<file path="config.mk">
export PLATFORM = sky130hd
export DESIGN_NAME = msm_port
export DESIGN_NICKNAME = d
export VERILOG_FILES = /design/src/core/msm_pkg.sv /design/src/core/msm_port.sv
export VERILOG_INCLUDE_DIRS = /design/src /design/src/core
export SDC_FILE = /design/constraint.sdc
export NUM_CORES = 1
export LEC_CHECK = 0
export ABC_AREA = 1
export BUFFER_PORTS_ARGS = -buffer_cell sky130_fd_sc_hd__buf_2
export CORE_MARGIN = 1.5
export CORE_UTILIZATION = 55
export CTS_BUF_LIST = sky130_fd_sc_hd__clkbuf_8
export DETAILED_ROUTE_END_ITERATION = 6
export GPL_TIMING_DRIVEN = 0
export PLACE_DENSITY = 0.86
export REMOVE_ABC_BUFFERS = 1
export SETUP_SLACK_MARGIN = 0.2
export SLEW_MARGIN = 20
export SYNTH_ARGS = -nofsm -noshare
export SYNTH_HDL_FRONTEND = slang
export SYNTH_SLANG_ARGS = --single-unit
</file>
<file path="constraint.sdc">
create_clock -name pclk -period 3.2 [get_ports pclk]
set_input_delay 0.48 -clock pclk [delete_from_list [all_inputs] [get_ports pclk]]
set_output_delay 0.48 -clock pclk [all_outputs]
set_load 0.02 [all_outputs]
</file>
<file path="src/core/msm_regs.svh">
// Purpose: offsets, field positions and reset values of the mailbox port
// Assumes: apb byte addresses, one register per aligned 32-bit word
// Notes: definitions only
`ifndef MSM_REGS_SVH
`define MSM_REGS_SVH

`define MSM_AW 12
`define MSM_STATUS_OFF 12'h000
`define MSM_IN_BASE 12'h010
`define MSM_OUT_BASE 12'h020
`define MSM_IRQ_STS_OFF 12'h030
`define MSM_IRQ_MASK_OFF 12'h034

`define MSM_SEL_STATUS 2'h3
`define MSM_SEL_ZERO 2'h0

`define MSM_ST_IN_LSB 0
`define MSM_ST_IN_PEND 3
`define MSM_ST_OUT_LSB 4
`define MSM_ST_ATTN 7

`define MSM_EV_IN0_WR 0
`define MSM_EV_OUT0_RD 1
`define MSM_EV_W 2

`define MSM_RST_BYTE 8'h00
`define MSM_RST_FLAGS 3'h0
`define MSM_RST_EV 2'h0
`define MSM_RST_WORD 32'h0000_0000

`endif

</file>
<file path="src/core/msm_pkg.sv">
// Purpose: types shared by the mailbox port
// Assumes: nothing beyond the register header
// Notes: pins travel as one packed struct after synchronising
package msm_pkg;

  typedef struct packed {
    logic sel_n;
    logic rd_n;
    logic wr_n;
    logic [1:0] addr;
    logic [7:0] data;
  } msm_pins_t;

  typedef enum logic [1:0] {
    MSM_IDLE,
    MSM_WRITE,
    MSM_READ
  } msm_phase_t;

endpackage : msm_pkg

</file>
<file path="src/core/msm_port.sv">
// Purpose: parallel mailbox port between an outside master and the local cpu
// Assumes: master strobes are slow against pclk; each strobe low >= 3 cycles
// Notes: local cpu reaches the mailbox over apb; pins pass two flops first
`timescale 1ns/1ps
`default_nettype none
`include "msm_regs.svh"

//Contract
// - three byte registers each direction, six total
// - one status register readable by both sides
// - master writes inbound, local cpu reads them
// - local cpu writes outbound, master reads them
// - local write to outbound zero asserts attention
// - master write inbound zero raises enabled interrupt
// - only register zero writes alert other side
// - any store sets that register full flag
// - read by opposite side clears full flag
// - status shows pending requests from both sides
// - senders load one, two, then zero last
module msm_port
  import msm_pkg::*;
#(
  parameter int NREG = 3
) (
  input wire logic pclk,
  input wire logic presetn,
  input wire logic ce,
  input wire logic psel,
  input wire logic penable,
  input wire logic pwrite,
  input wire logic [`MSM_AW-1:0] paddr,
  input wire logic [31:0] pwdata,
  input wire logic [3:0] pstrb,
  output logic [31:0] prdata,
  output logic pready,
  output logic pslverr,
  output logic irq,
  input wire logic port_select_n,
  input wire logic port_read_strobe_n,
  input wire logic port_write_strobe_n,
  input wire logic reg_select_bit0,
  input wire logic reg_select_bit1,
  input wire logic [7:0] port_data_in,
  output logic [7:0] port_data_out,
  output logic port_data_oe_n,
  output logic master_attention_out_n
);

  // one-hot select of a register inside a three-word bank
  function automatic logic [NREG-1:0] bank_hit(
    input logic [`MSM_AW-1:0] a,
    input logic [`MSM_AW-1:0] base
  );
    logic [NREG-1:0] h;
    h = '0;
    for (int i = 0; i < NREG; i++) begin
      if (a == base + `MSM_AW'(4 * i)) begin
        h[i] = 1'b1;
      end
    end
    return h;
  endfunction

  // status byte seen identically by both sides
  function automatic logic [7:0] status_byte(
    input logic [NREG-1:0] inf,
    input logic [NREG-1:0] outf,
    input logic in_pend,
    input logic attn
  );
    logic [7:0] s;
    s = '0;
    s[`MSM_ST_IN_LSB +: NREG] = inf;
    s[`MSM_ST_IN_PEND] = in_pend;
    s[`MSM_ST_OUT_LSB +: NREG] = outf;
    s[`MSM_ST_ATTN] = attn;
    return s;
  endfunction

  msm_pins_t pin_raw;
  msm_pins_t pin_meta_r;
  msm_pins_t pin_r;
  msm_phase_t phase_r;
  logic [1:0] acc_sel_r;
  logic [7:0] acc_data_r;
  logic [7:0] in_reg_r [NREG];
  logic [7:0] out_reg_r [NREG];
  logic [NREG-1:0] in_full_r;
  logic [NREG-1:0] out_full_r;
  logic attn_r;
  logic [`MSM_EV_W-1:0] ev_r;
  logic [`MSM_EV_W-1:0] mask_r;
  logic [31:0] prdata_r;
  logic [7:0] port_data_r;

  logic m_strobe_wr;
  logic m_strobe_rd;
  logic m_wr_done;
  logic m_rd_done;
  logic apb_setup;
  logic apb_acc;
  logic apb_wr;
  logic apb_rd;
  logic [NREG-1:0] hit_in;
  logic [NREG-1:0] hit_out;
  logic hit_status;
  logic hit_ists;
  logic hit_mask;
  logic mapped;
  logic [7:0] status_now;

  assign pin_raw = '{
    sel_n: port_select_n,
    rd_n: port_read_strobe_n,
    wr_n: port_write_strobe_n,
    addr: {reg_select_bit1, reg_select_bit0},
    data: port_data_in
  };

  // two flops before any logic looks at the pins
  always_ff @(posedge pclk or negedge presetn) begin
    if (!presetn) begin
      pin_meta_r <= '1;
      pin_r <= '1;
    end else if (ce) begin
      pin_meta_r <= pin_raw;
      pin_r <= pin_meta_r;
    end
  end

  assign m_strobe_wr = !pin_r.sel_n && !pin_r.wr_n;
  assign m_strobe_rd = !pin_r.sel_n && !pin_r.rd_n;
  assign m_wr_done = (phase_r == MSM_WRITE) && !m_strobe_wr;
  assign m_rd_done = (phase_r == MSM_READ) && !m_strobe_rd;

  // master access tracking; a write commits at the strobe's end
  always_ff @(posedge pclk or negedge presetn) begin
    if (!presetn) begin
      phase_r <= MSM_IDLE;
      acc_sel_r <= `MSM_SEL_ZERO;
      acc_data_r <= `MSM_RST_BYTE;
    end else if (ce) begin
      case (phase_r)
        MSM_IDLE: begin
          acc_sel_r <= pin_r.addr;
          if (m_strobe_wr) begin
            phase_r <= MSM_WRITE;
          end else if (m_strobe_rd) begin
            phase_r <= MSM_READ;
          end
        end
        MSM_WRITE: begin
          // sample while low, so the value kept is the settled bus
          if (m_strobe_wr) begin
            acc_data_r <= pin_r.data;
          end else begin
            phase_r <= MSM_IDLE;
          end
        end
        MSM_READ: begin
          if (!m_strobe_rd) begin
            phase_r <= MSM_IDLE;
          end
        end
        default: begin
          phase_r <= MSM_IDLE;
        end
      endcase
    end
  end

  assign status_now = status_byte(in_full_r, out_full_r, ev_r[`MSM_EV_IN0_WR], attn_r);

  // read data is latched as the read starts and held to its end
  always_ff @(posedge pclk or negedge presetn) begin
    if (!presetn) begin
      port_data_r <= `MSM_RST_BYTE;
    end else if (ce && phase_r == MSM_IDLE && m_strobe_rd) begin
      if (pin_r.addr == `MSM_SEL_STATUS) begin
        port_data_r <= status_now;
      end else begin
        port_data_r <= out_reg_r[pin_r.addr];
      end
    end
  end

  assign port_data_out = port_data_r;
  assign port_data_oe_n = !(phase_r == MSM_READ);

  // apb slave; zero wait states, pready follows ce so a frozen block stalls
  assign apb_setup = psel && !penable;
  assign apb_acc = psel && penable && ce;
  assign hit_in = bank_hit(paddr, `MSM_IN_BASE);
  assign hit_out = bank_hit(paddr, `MSM_OUT_BASE);
  assign hit_status = paddr == `MSM_STATUS_OFF;
  assign hit_ists = paddr == `MSM_IRQ_STS_OFF;
  assign hit_mask = paddr == `MSM_IRQ_MASK_OFF;
  assign mapped = |hit_in || |hit_out || hit_status || hit_ists || hit_mask;
  assign apb_wr = apb_acc && pwrite && mapped;
  assign apb_rd = apb_acc && !pwrite && mapped;
  assign pready = ce;
  assign pslverr = psel && penable && !mapped;

  always_ff @(posedge pclk or negedge presetn) begin
    if (!presetn) begin
      prdata_r <= `MSM_RST_WORD;
    end else if (ce && apb_setup) begin
      prdata_r <= `MSM_RST_WORD;
      for (int i = 0; i < NREG; i++) begin
        if (hit_in[i]) begin
          prdata_r[7:0] <= in_reg_r[i];
        end
        if (hit_out[i]) begin
          prdata_r[7:0] <= out_reg_r[i];
        end
      end
      if (hit_status) begin
        prdata_r[7:0] <= status_now;
      end
      if (hit_ists) begin
        prdata_r[`MSM_EV_W-1:0] <= ev_r;
      end
      if (hit_mask) begin
        prdata_r[`MSM_EV_W-1:0] <= mask_r;
      end
    end
  end

  assign prdata = prdata_r;

  // inbound storage: only the master writes it
  always_ff @(posedge pclk or negedge presetn) begin
    if (!presetn) begin
      for (int i = 0; i < NREG; i++) begin
        in_reg_r[i] <= `MSM_RST_BYTE;
      end
    end else if (ce && m_wr_done && acc_sel_r != `MSM_SEL_STATUS) begin
      in_reg_r[acc_sel_r] <= acc_data_r;
    end
  end

  // outbound storage: only the local cpu writes it
  always_ff @(posedge pclk or negedge presetn) begin
    if (!presetn) begin
      for (int i = 0; i < NREG; i++) begin
        out_reg_r[i] <= `MSM_RST_BYTE;
      end
    end else if (ce && apb_wr && pstrb[0]) begin
      for (int i = 0; i < NREG; i++) begin
        if (hit_out[i]) begin
          out_reg_r[i] <= pwdata[7:0];
        end
      end
    end
  end

  // full flags; a store in the same cycle as a read wins
  always_ff @(posedge pclk or negedge presetn) begin
    if (!presetn) begin
      in_full_r <= `MSM_RST_FLAGS;
      out_full_r <= `MSM_RST_FLAGS;
    end else if (ce) begin
      for (int i = 0; i < NREG; i++) begin
        if (m_wr_done && acc_sel_r == 2'(i)) begin
          in_full_r[i] <= 1'b1;
        end else if (apb_rd && hit_in[i]) begin
          in_full_r[i] <= 1'b0;
        end
        if (apb_wr && pstrb[0] && hit_out[i]) begin
          out_full_r[i] <= 1'b1;
        end else if (m_rd_done && acc_sel_r == 2'(i)) begin
          out_full_r[i] <= 1'b0;
        end
      end
    end
  end

  // attention stays low until the master reads outbound zero
  always_ff @(posedge pclk or negedge presetn) begin
    if (!presetn) begin
      attn_r <= 1'b0;
    end else if (ce) begin
      if (apb_wr && pstrb[0] && hit_out[0]) begin
        attn_r <= 1'b1;
      end else if (m_rd_done && acc_sel_r == `MSM_SEL_ZERO) begin
        attn_r <= 1'b0;
      end
    end
  end

  assign master_attention_out_n = !attn_r;

  // sticky events, write one to clear; a new event beats the clear
  always_ff @(posedge pclk or negedge presetn) begin
    if (!presetn) begin
      ev_r <= `MSM_RST_EV;
    end else if (ce) begin
      if (apb_wr && hit_ists && pstrb[0]) begin
        ev_r <= ev_r & ~pwdata[`MSM_EV_W-1:0];
      end
      if (m_wr_done && acc_sel_r == `MSM_SEL_ZERO) begin
        ev_r[`MSM_EV_IN0_WR] <= 1'b1;
      end
      if (m_rd_done && acc_sel_r == `MSM_SEL_ZERO) begin
        ev_r[`MSM_EV_OUT0_RD] <= 1'b1;
      end
    end
  end

  always_ff @(posedge pclk or negedge presetn) begin
    if (!presetn) begin
      mask_r <= `MSM_RST_EV;
    end else if (ce && apb_wr && hit_mask && pstrb[0]) begin
      mask_r <= pwdata[`MSM_EV_W-1:0];
    end
  end

  assign irq = |(ev_r & mask_r);

endmodule // msm_port

`default_nettype wire

</file>
==> results of run 1 <==
-- final cells by class --
cell class | instances | area [µm²]
clock inverters | 7 | 63.81
well taps | 136 | 170.2
multi-input cells | 497 | 2325
clock buffers | 9 | 123.9
flip-flops and latches | 112 | 2835
inverters | 126 | 473.0
repair buffers | 62 | 344.1
fillers | 950 | 3989
-- cells in the mapped netlist --
master,number,area share [%]
nand2_1,235,15
inv_1,116,7.4
dfrtp_1,86,37
o21ai_0,59,5.0
nand4_1,47,5.0
nor2_1,37,2.4
nand3_1,34,2.9
buf_4,27,3.5
dfstp_2,26,12
a21oi_1,20,1.7
clkbuf_1,11,0.71
a2bb2oi_1,8,1.2
buf_2,8,0.68
inv_2,8,0.51
nor3_1,8,0.68
nor2_2,5,0.53
buf_6,3,0.58
nand2_2,3,0.32
nor3_2,3,0.51
or2_2,3,0.32
a22oi_1,2,0.26
clkinv_1,2,0.13
nand3_2,2,0.34
nor2_4,2,0.38
and3_1,1,0.11
buf_1,1,0.064
conb_1,1,0.064
nand2_8,1,0.34
nand3_4,1,0.30
nor2_8,1,0.34
o21ai_2,1,0.15
-- final timing paths --
| path | from | end | slack [ns] | cells after the start |
|---|---|---|---|---|
| hold reg to reg | pin_meta_r[0] | pin_meta_r[0] | 0.47 | 2 |
| setup reg to reg | pin_r[12] | in_reg_r[4] | 1.27 | 4 |
| max in group asynchronous | presetn | pin_r[8] | 1.92 | 3 |
| hold / removal | port_data_in[4] | pin_meta_r[4] | 0.28 | 3 |
| min in group asynchronous | presetn | acc_data_r[2] | 0.54 | 2 |
| setup / recovery | paddr[8] | pslverr | 0.47 | 12 |
-- flip-flops by register name (all words and copies together) (netlist names), 3 cells and up --
| name | flops |
|---|---|
| in_full_r | 3 |
| port_data_out | 8 |
| pin_meta_r | 13 |
| in_reg_r | 24 |
| acc_data_r | 8 |
| pin_r | 13 |
| prdata | 8 |
| out_reg_r | 24 |
-- critical path: stages --
cell and delay, ns:
buf_2 0.10, inv_2 0.03, nand2_1 0.07, nor2_4 0.41
inv_2 0.20, nor2_8 0.21, nand2_1 0.12, o21ai_2 0.10
nor2_2 0.08, nand2_8 0.21, nor3_1 0.07, buf_2 0.16
-- per-layer routing --
metal  track usage [%]  wire length (µm)  share of wire [%]  vias up
li1                  -                 -                  -     2449
met1             33.97              5903                 44     2367
met2             40.23              6096                 46      205
met3             4.598               875                6.6       45
met4             8.591               428                3.2        0
met5                 0                 0                  0        -
-- power by group --
group          switching (mW)  internal [mW]  total, mW  leakage, nW
Clock                   0.522          0.300      0.822       0.0987
Combinational           0.497          0.263      0.760         1.97
Sequential              0.190           1.73       1.92         1.26
-- logic make-up after synthesis --
logic type             count (synthesis)
DFF                                  112
other                                  1
and+or+nand+nor                      383
buffers and inverters                176
AOI/OAI and AO/OA                     90
-- cell usage in the layout, fill, tap and decap left out, types with 2 or more instances in the layout --
cell type	Yosys	routed
a21oi_1	20	20
a22oi_1	2	2
a2bb2oi_1	8	8
buf_2	8	59
clkbuf_8	0	9
clkinv_1	2	2
clkinv_2	0	2
conb_1	1	24
dfrtp_1	86	86
dfstp_2	26	26
inv_1	116	116
inv_2	8	8
inv_6	0	2
nand2_1	235	235
nand2_2	3	3
nand3_1	34	34
nand3_2	2	2
nand4_1	47	47
nor2_1	37	37
nor2_2	5	4
nor2_4	2	3
nor3_1	8	7
nor3_2	3	4
o21ai_0	59	59
or2_2	3	3
-- stage by stage --
step | power [mW] | setup slack [ns] | hold WS, ns
2_1_floorplan | 2.407 | 0.7812 | 0.1844
3_3_place_gp | 2.655 | -0.3524 | 0.4513
3_5_place_dp | 2.696 | -0.4529 | 0.3789
4_1_cts | 3.512 | 0.4003 | 0.2704
5_1_grt | 3.716 | 0.3327 | 0.2673
6_report | 3.500 | 0.4721 | 0.2808
-- timing repair --
action / in CTS / in global routing
pin swaps: 0 / 0
hold endpoints to repair: 9 / 0
gates resized for setup: 2 / 1
buffers inserted: 0 / 0
endpoints found under the setup margin: 27 / 11
hold buffers: 1 / 0
==> results.md, run 1 <==
- WL final: 13.31 mm
- Syn. warnings: 0
- Yosys cell types: 31
- CTS max path bufs: 2
- N_diodes: 0
- Peak VDD IR: 0.4309 mV
- Gpl congestion: 0.9010
- First-pass GRT wire length: 22.07 mm
- Leak: 3.328 nW
- Drt pass-1 iters: 5
- Layout area overhead: 8.230%
- Cts bufs inserted: 9
- Worst slew margin: 37.82%
- Startpoint types: primary input
- Largest net degree at the start of global routing: 82
- Clock Pin Slew Worst Setup and Hold Paths: 0.11 ns
- Critical Path Fanout Max: 36
- Max-cap violations: 0
- Post-Synth Simple-Gate Area: 29.56%
- Die Ht: 106.2 µm
- Ports: 112
- Final min period: 2.728 ns
- Die width: 106.2 µm
- Crit path required time: 2.72 ns
- Post-synthesis xor/xnor area fraction: 0%
- Slew @ Worst Pin: 0.9276 ns
- Die area: 11,270 µm²
- Gr usage total: 24.94%
- Antenna Nets Post-Route: 0
- Placed insts: 932
- Crit share post-route: 85.25%
- CTS tree: yes
- Mux contribution to synthesized area: 0%
- Final hold vios: 0
- Syn Area/Cell: 7.681 µm²
- Number of synthesized register bits: 112
- Post-synthesis compound-gate area fraction: 8.358%
- Fmax: 366.6 MHz
- WL/cell: 14.02 µm
- Final instance count without filler cells: 949
- Setup CP Type: in -> out
- Final instance area: 6335 µm²
- PD cells: 552.6 nW/µm²
- Adder-Cell Fraction of Synth Area: 0%
- RSZ-0062 raised after global routing: no
- Placement Cell Area: 6127 µm²
- Status: finished clean
- Vias in the first global route: 4,692
- Seq/Total Area, Yosys: 48.44%
- Syn Inst Count: 762
- Fraction of layout cells with a size suffix above 1: 16.61%
- DP Wirelength: 9.397 mm
- Initial core utilization: 56.70%
- DRT iter0 DRCs: 406
- Core Footprint: 10,320 µm²
- Final Util: 61.36%
- H-tree depth: 3
- Layout Nets: 875
- Main combinational cell family by area after synthesis: simple AND/OR/NAND/NOR gates
- Min-Delay Path Class: in -> reg
- Final TNS setup: 0 ns
- CTS root buf: clkbuf_8
- Initial antenna violation count: 0
- Row Count: 37
- Skew-Pair Late Insertion Delay: 0.38 ns
- Port bufs: 60
- Final max-slew violation count: 0
- CP endpoint kind: output port
- Via density per instance: 5.338
- Clk sinks: 112
- Routed vias: 5,066
- Residual DRC: 0
- Worst Skew: 0.01042 ns
- Worst Path Arrival: 2.25 ns
- Final Setup Violations: 0
- Mapped Area: 5853 µm²
- GRT overflow: 0
Power figures use the tool's default switching activity.
==> run 2, diff against run 1 <==
BUFFER_PORTS_ARGS = -buffer_cell sky130_fd_sc_hd__buf_4   (was -buffer_cell sky130_fd_sc_hd__buf_2)
==> run 2 against run 1 <==
- design area increased by 2.1%
- global-route usage decreased by 0.47 points
- hold slack got worse by 0.28 ns
- core utilization increased by 1.3 points
- largest cell class unchanged
- clock power decreased by 0.9%
- register-to-register slack got worse by 0.03 ns
- final cell count decreased by 0.11%
- routed wire length increased by 0.85%
- critical path type unchanged
- first-iteration DRC count increased by 3.7%
- sequential share of layout area decreased by 0.93 points
- clock skew increased by 0.0026 ns
==> results.md, run 2 (synthesis gave the netlist of run 1 again) <==
- Status: finished clean
- RSZ-0062 raised after global routing: no
- Row Count: 37 (unchanged)
- FF/Latch Area: 2835 µm² (unchanged)
- Final min period: 2.789 ns (+0.06142 ns)
- Routed vias: 5,112 (+0.91%)
- Worst slew margin: 39.90% (+2.1 points)
- Initial antenna violation count: 0 (unchanged)
- Largest net degree at the start of global routing: 113 (+38%)
- CP endpoint kind: output port
- Core Footprint: 10,320 µm² (unchanged)
- Min-Delay Path Class: in -> async
- Worst Path Arrival: 2.31 ns (+0.06 ns)
- Layout area overhead: 10.54%
- Startpoint types: primary input
- Final hold vios: 0 (unchanged)
- Layout Nets: 874 (-0.11%)
- Vias in the first global route: 4,573 (-2.5%)
- GRT overflow: 0 (unchanged)
- Die Ht: 106.2 µm (unchanged)
- Biggest regs: in_reg_r: 24 flops, out_reg_r: 24 flops
- CTS tree: yes
- Fraction of layout cells with a size suffix above 1: 16.63% (+0.020 points)
- H-tree depth: 3 (unchanged)
- Clk sinks: 112 (unchanged)
- Initial core utilization: 56.70% (unchanged)
- Placed insts: 931 (-0.11%)
- Peak VDD IR: 0.4412 mV (+2.4%)
- Crit share post-route: 87.17% (+1.9 points)
- Setup CP Type: in -> out
- Die width: 106.2 µm (unchanged)
- Residual DRC: 0 (unchanged)
- Ports: 112 (unchanged)
- Slew @ Worst Pin: 0.8967 ns (-0.03089 ns)
- Via density per instance: 5.392 (+1.0%)
- Final TNS setup: 0 ns (unchanged)
- Leak: 3.378 nW (+1.5%)
- Drt pass-1 iters: 7 (+2)
- Cts bufs inserted: 9 (unchanged)
- PD cells: 548.8 nW/µm² (-0.68%)
- WL final: 13.42 mm (+0.85%)
- DP Wirelength: 9.275 mm (-1.3%)
- Multi-input logic area: 2321 µm² (-0.16%)
- Gpl congestion: 0.8903 (-1.2%)
- WL/cell: 14.15 µm (+0.96%)
- Layout fillers: 935 (-1.6%)
- Clock Pin Slew Worst Setup and Hold Paths: 0.10 ns (about the same)
- Commonest non-fill, non-tap cell in the layout: nand2_1
- N_diodes: 0 (unchanged)
- Worst Skew: 0.01306 ns (+0.002646 ns)
- Fmax: 358.5 MHz (-2.2%)
- Critical Path Fanout Max: 36 (unchanged)
- Worst setup margin: 0.4106 ns (-0.06142 ns)
- Skew-Pair Late Insertion Delay: 0.38 ns (about the same)
- Gr usage total: 24.47% (-0.47 points)
- Final max-slew violation count: 0 (unchanged)
- Pre-CTS setup slack: -0.1116 ns (+0.3413 ns)
- First-pass GRT wire length: 21.65 mm (-1.9%)
- Die area: 11,270 µm² (unchanged)
- Max-cap violations: 0 (unchanged)
- Final instance count without filler cells: 948 (-0.11%)
- Worst hold slack: 0.004833 ns (-0.2760 ns)
- Crit path required time: 2.72 ns (about the same)
- CTS max path bufs: 2 (unchanged)
- Final Setup Violations: 0 (unchanged)
- Commonest non-fill, non-tap cells in the layout: nand2_1, inv_1, dfrtp_1, o21ai_0, buf_4
- Port bufs: 60 (unchanged)
- DRT iter0 DRCs: 421 (+3.7%)
- CTS root buf: clkbuf_8
- Antenna Nets Post-Route: 0 (unchanged)
[run 2: worst paths after layout]
path / slack (ns) / end / depth (start not counted) / from
min: 0.005 / in_reg_r[17] / 1 / presetn
min in group pclk: 0.29 / pin_meta_r[4] / 3 / port_data_in[4]
max in group asynchronous: 2.50 / pin_r[9] / 2 / presetn
max reg2reg: 1.24 / in_reg_r[2] / 4 / pin_r[12]
min reg2reg: 0.46 / pin_r[10] / 2 / pin_meta_r[10]
max: 0.41 / pslverr / 12 / paddr[8]
[run 2: layout make-up]
class,instances,area share (%)
clock buffers,10,2.127
multi-input cells,497,35.87
well taps,136,2.630
repair buffers,61,7.445
flip-flops and latches,112,43.82
clock inverters,6,0.7929
inverters,126,7.310
[run 2: what timing repair did]
item	in CTS	in global routing
gates resized for setup	1	0
buffers inserted	0	0
hold buffers	0	0
endpoints found under the hold margin	0	0
endpoints found under the setup margin	1	0
[run 2: power by group]
part           switching (mW)  leakage [nW]  internal, mW  total (mW)
Sequential              0.195          1.26          1.73        1.92
Clock                   0.498        0.0992         0.318       0.815
Combinational           0.504          2.02         0.308       0.812
[run 2: critical path, stage by stage]
cell and delay, ns:
buf_4 0.11, inv_2 0.03, nand2_1 0.07, nor2_4 0.41, inv_2 0.20, nor2_8 0.21
nand2_1 0.14, o21ai_2 0.11, nor2_2 0.08, nand2_8 0.22, nor3_1 0.08, buf_4 0.16
[run 2: layer usage]
layer  vias to the layer above  GRT usage [%]  wire length, µm
met4                         0          8.494              397
met1                      2395          32.75             5564
met5                         -              0                0
met3                        38          4.292             1053
li1                       2438              -                -
met2                       241          40.28             6403
[run 2: stage by stage]
stage | util [%] | area [µm²] | total power [mW]
6_report | 62.67 | 6470 | 3.551
5_1_grt | 62.67 | 6470 | 3.764
4_1_cts | 62.39 | 6441 | 3.563
3_5_place_dp | 60.51 | 6247 | 2.750
3_3_place_gp | 60.43 | 6238 | 2.705
2_1_floorplan | - | 5618 | 2.407
==> run 3, diff against run 2 <==
clock period = 2.6 ns   (was 3.2 ns; I/O delays follow)
==> run 3 against run 2 <==
- first-iteration DRC count grew 2.4%
- clock power grew 24%
- non-clock buffer count grew 4
- sequential share of layout area fell by 0.29 points
- clock skew is essentially flat
- flip-flop and latch count unchanged
- highest routed layer unchanged
- combinational power increased by 24%
- critical endpoint unchanged
- setup slack got worse by 0.28 ns
==> results.md, run 3 (synthesis gave the netlist of run 1 again) <==
- Peak VDD IR: 0.5431 mV (+23%)
- Commonest non-fill, non-tap cell in the layout: nand2_1
- Vias in the first global route: 4,573 (unchanged)
- Fraction of layout cells with a size suffix above 1: 17.01% (+0.39 points)
- Final Setup Violations: 0 (unchanged)
- Port bufs: 60 (unchanged)
- Switching Fraction: 33.83% (+0.13 points)
- Power share of the combinational group: 22.9% (about the same)
- Fmax: 405.0 MHz
- Worst slew margin: 37.64% (-2.3 points)
- R2R cell count: 4 (unchanged)
- Final min period: 2.469 ns
- Worst Path Arrival: 2.08 ns (-0.23 ns)
- Skew-Pair Late Insertion Delay: 0.38 ns (about the same)
- Clock Pin Slew Worst Setup and Hold Paths: 0.11 ns (about the same)
- PD cells: 673.0 nW/µm² (+23%)
- DRT iter0 DRCs: 431 (+2.4%)
- Via density per instance: 5.346 (-0.86%)
- Core Footprint: 10,320 µm² (unchanged)
- First-pass GRT wire length: 21.65 mm (unchanged)
- Final max-slew violation count: 0 (unchanged)
- Crit path required time: 2.21 ns (-0.51 ns)
- Slew @ Worst Pin: 0.9303 ns (+0.03360 ns)
- H-tree depth: 3 (unchanged)
- Die area: 11,270 µm² (unchanged)
- Antenna Nets Post-Route: 0 (unchanged)
- Die width: 106.2 µm (unchanged)
- GRT overflow: 0 (unchanged)
- Layout Nets: 879 (+0.57%)
- Layout area overhead: 11.27%
- WL final: 13.56 mm (+1.0%)
- Clk pwr share: 23.0% (about the same)
- Largest net degree at the start of global routing: 113 (unchanged)
- N_diodes: 0 (unchanged)
- CTS tree: yes
- CTS root buf: clkbuf_8
- Worst Hold Depth: 3
- Critical Path Fanout Max: 36 (unchanged)
- Final TNS setup: 0 ns (unchanged)
- WL/cell: 14.22 µm (+0.50%)
- Ports: 112 (unchanged)
- RSZ-0062 raised after global routing: yes
- Residual DRC: 0 (unchanged)
- Drt pass-1 iters: 7 (unchanged)
- Initial core utilization: 56.70% (unchanged)
- Clk sinks: 112 (unchanged)
- Routed vias: 5,095 (-0.33%)
- Worst hold slack: 0.2036 ns (+0.1988 ns)
- Setup CP Type: in -> out
- Die Ht: 106.2 µm (unchanged)
- Max-cap violations: 0 (unchanged)
- Status: finished clean
- Commonest non-fill, non-tap cells in the layout: nand2_1, inv_1, dfrtp_1, buf_4, o21ai_0
- Min-Delay Path Class: in -> reg
- Cts bufs inserted: 9 (unchanged)
- Cell-internal power: 2.900 mW (+23%)
- Worst setup margin: 0.1307 ns (-0.2800 ns)
- Final hold vios: 0 (unchanged)
- Sequential Power Share: 54.0% (-0.2 points)
- Row Count: 37 (unchanged)
- Startpoint types: primary input
- Leak: 3.399 nW (+0.60%)
- Gr usage total: 24.47% (unchanged)
- Crit share post-route: 94.97%
- DP Wirelength: 9.275 mm (unchanged)
- CP endpoint kind: output port
- Pwr Total: 4.383 mW (+23%)
- Worst Skew: 0.01335 ns (+0.0002871 ns)
- Pre-CTS setup slack: -0.6216 ns (-0.5100 ns)
- P_sw: 1.483 mW (+24%)
- Gpl congestion: 0.8903 (unchanged)
- Biggest regs: in_reg_r: 24 flops, out_reg_r: 24 flops
- Initial antenna violation count: 0 (unchanged)
- CTS max path bufs: 2 (unchanged)
-- run 3: cell count changes in the layout (fill, tap and decap cells not counted) --
cell	previous run	this run
dlygate4sd3_1	0	1
buf_4	59	62
and3_2	1	0
nor2_2	4	5
and3_4	0	1
-- run 3: final timing paths --
path | endpoint | start | slack [ns]
worst max register to register | in_reg_r[2] | pin_r[12] | 0.64
worst min-delay path | pin_meta_r[4] | port_data_in[4] | 0.20
worst min register to register | pin_r[10] | pin_meta_r[10] | 0.46
min in group asynchronous | in_reg_r[17] | presetn | 0.49
worst max-delay path | pslverr | paddr[7] | 0.13
max in group asynchronous | pin_meta_r[9] | presetn | 1.41
-- run 3: per-layer routing --
layer	wire, µm	vias up	GRT usage (%)
met3	1075	36	4.292
met1	5691	2393	32.75
met2	6406	214	40.28
li1	-	2452	-
met5	0	-	0
met4	382	0	8.494
-- run 3: what timing repair did --
| action | 4_1_cts | 5_1_grt |
|---|---|---|
| hold endpoints to repair | 0 | 20 |
| buffers inserted | 0 | 3 |
| hold buffers | 0 | 1 |
| pin swaps | 0 | 1 |
| gates resized for setup | 2 | 1 |
| gates cloned | 0 | 1 |
| endpoints found under the setup margin | 32 | 21 |
-- run 3: worst max-delay path, cell delays in order --
cell and delay [ns]:
buf_4 0.12, nor2_4 0.15, inv_2 0.05, nor3_2 0.48
nand2_1 0.23, o21ai_2 0.12, nor2_2 0.08, nand2_8 0.22
nor3_1 0.08, buf_4 0.16
-- run 3: power by group through the flow --
stage	Combinational (mW)	Clock [mW]	Sequential (mW)
global route	1.14	1.09	2.41
CTS	1.00	1.02	2.37
floorplan	0.563	0	2.40
global placement	0.944	0	2.39
finish	1.01	1.01	2.37
detailed placement	0.989	0	2.40
-- run 3: area by class of cell --
class	count	area [µm²]
Fill cell	930	3811
Sequential cell	112	2835
Multi-Input combinational cell	498	2331
Timing Repair Buffer	65	514.2
Inverter	126	473.0
Tap cell	136	170.2
Clock buffer	10	137.6
Clock inverter	6	51.30
-- run 3: through the flow --
| step | utilization, % | cells | instance area (µm²) |
|---|---|---|---|
| floorplan | - | 735 | 5618 |
| global placement | 60.43 | 931 | 6238 |
| detailed placement | 60.51 | 931 | 6247 |
| CTS | 62.40 | 947 | 6442 |
| global route | 63.08 | 953 | 6513 |
| finish | 63.08 | 953 | 6513 |
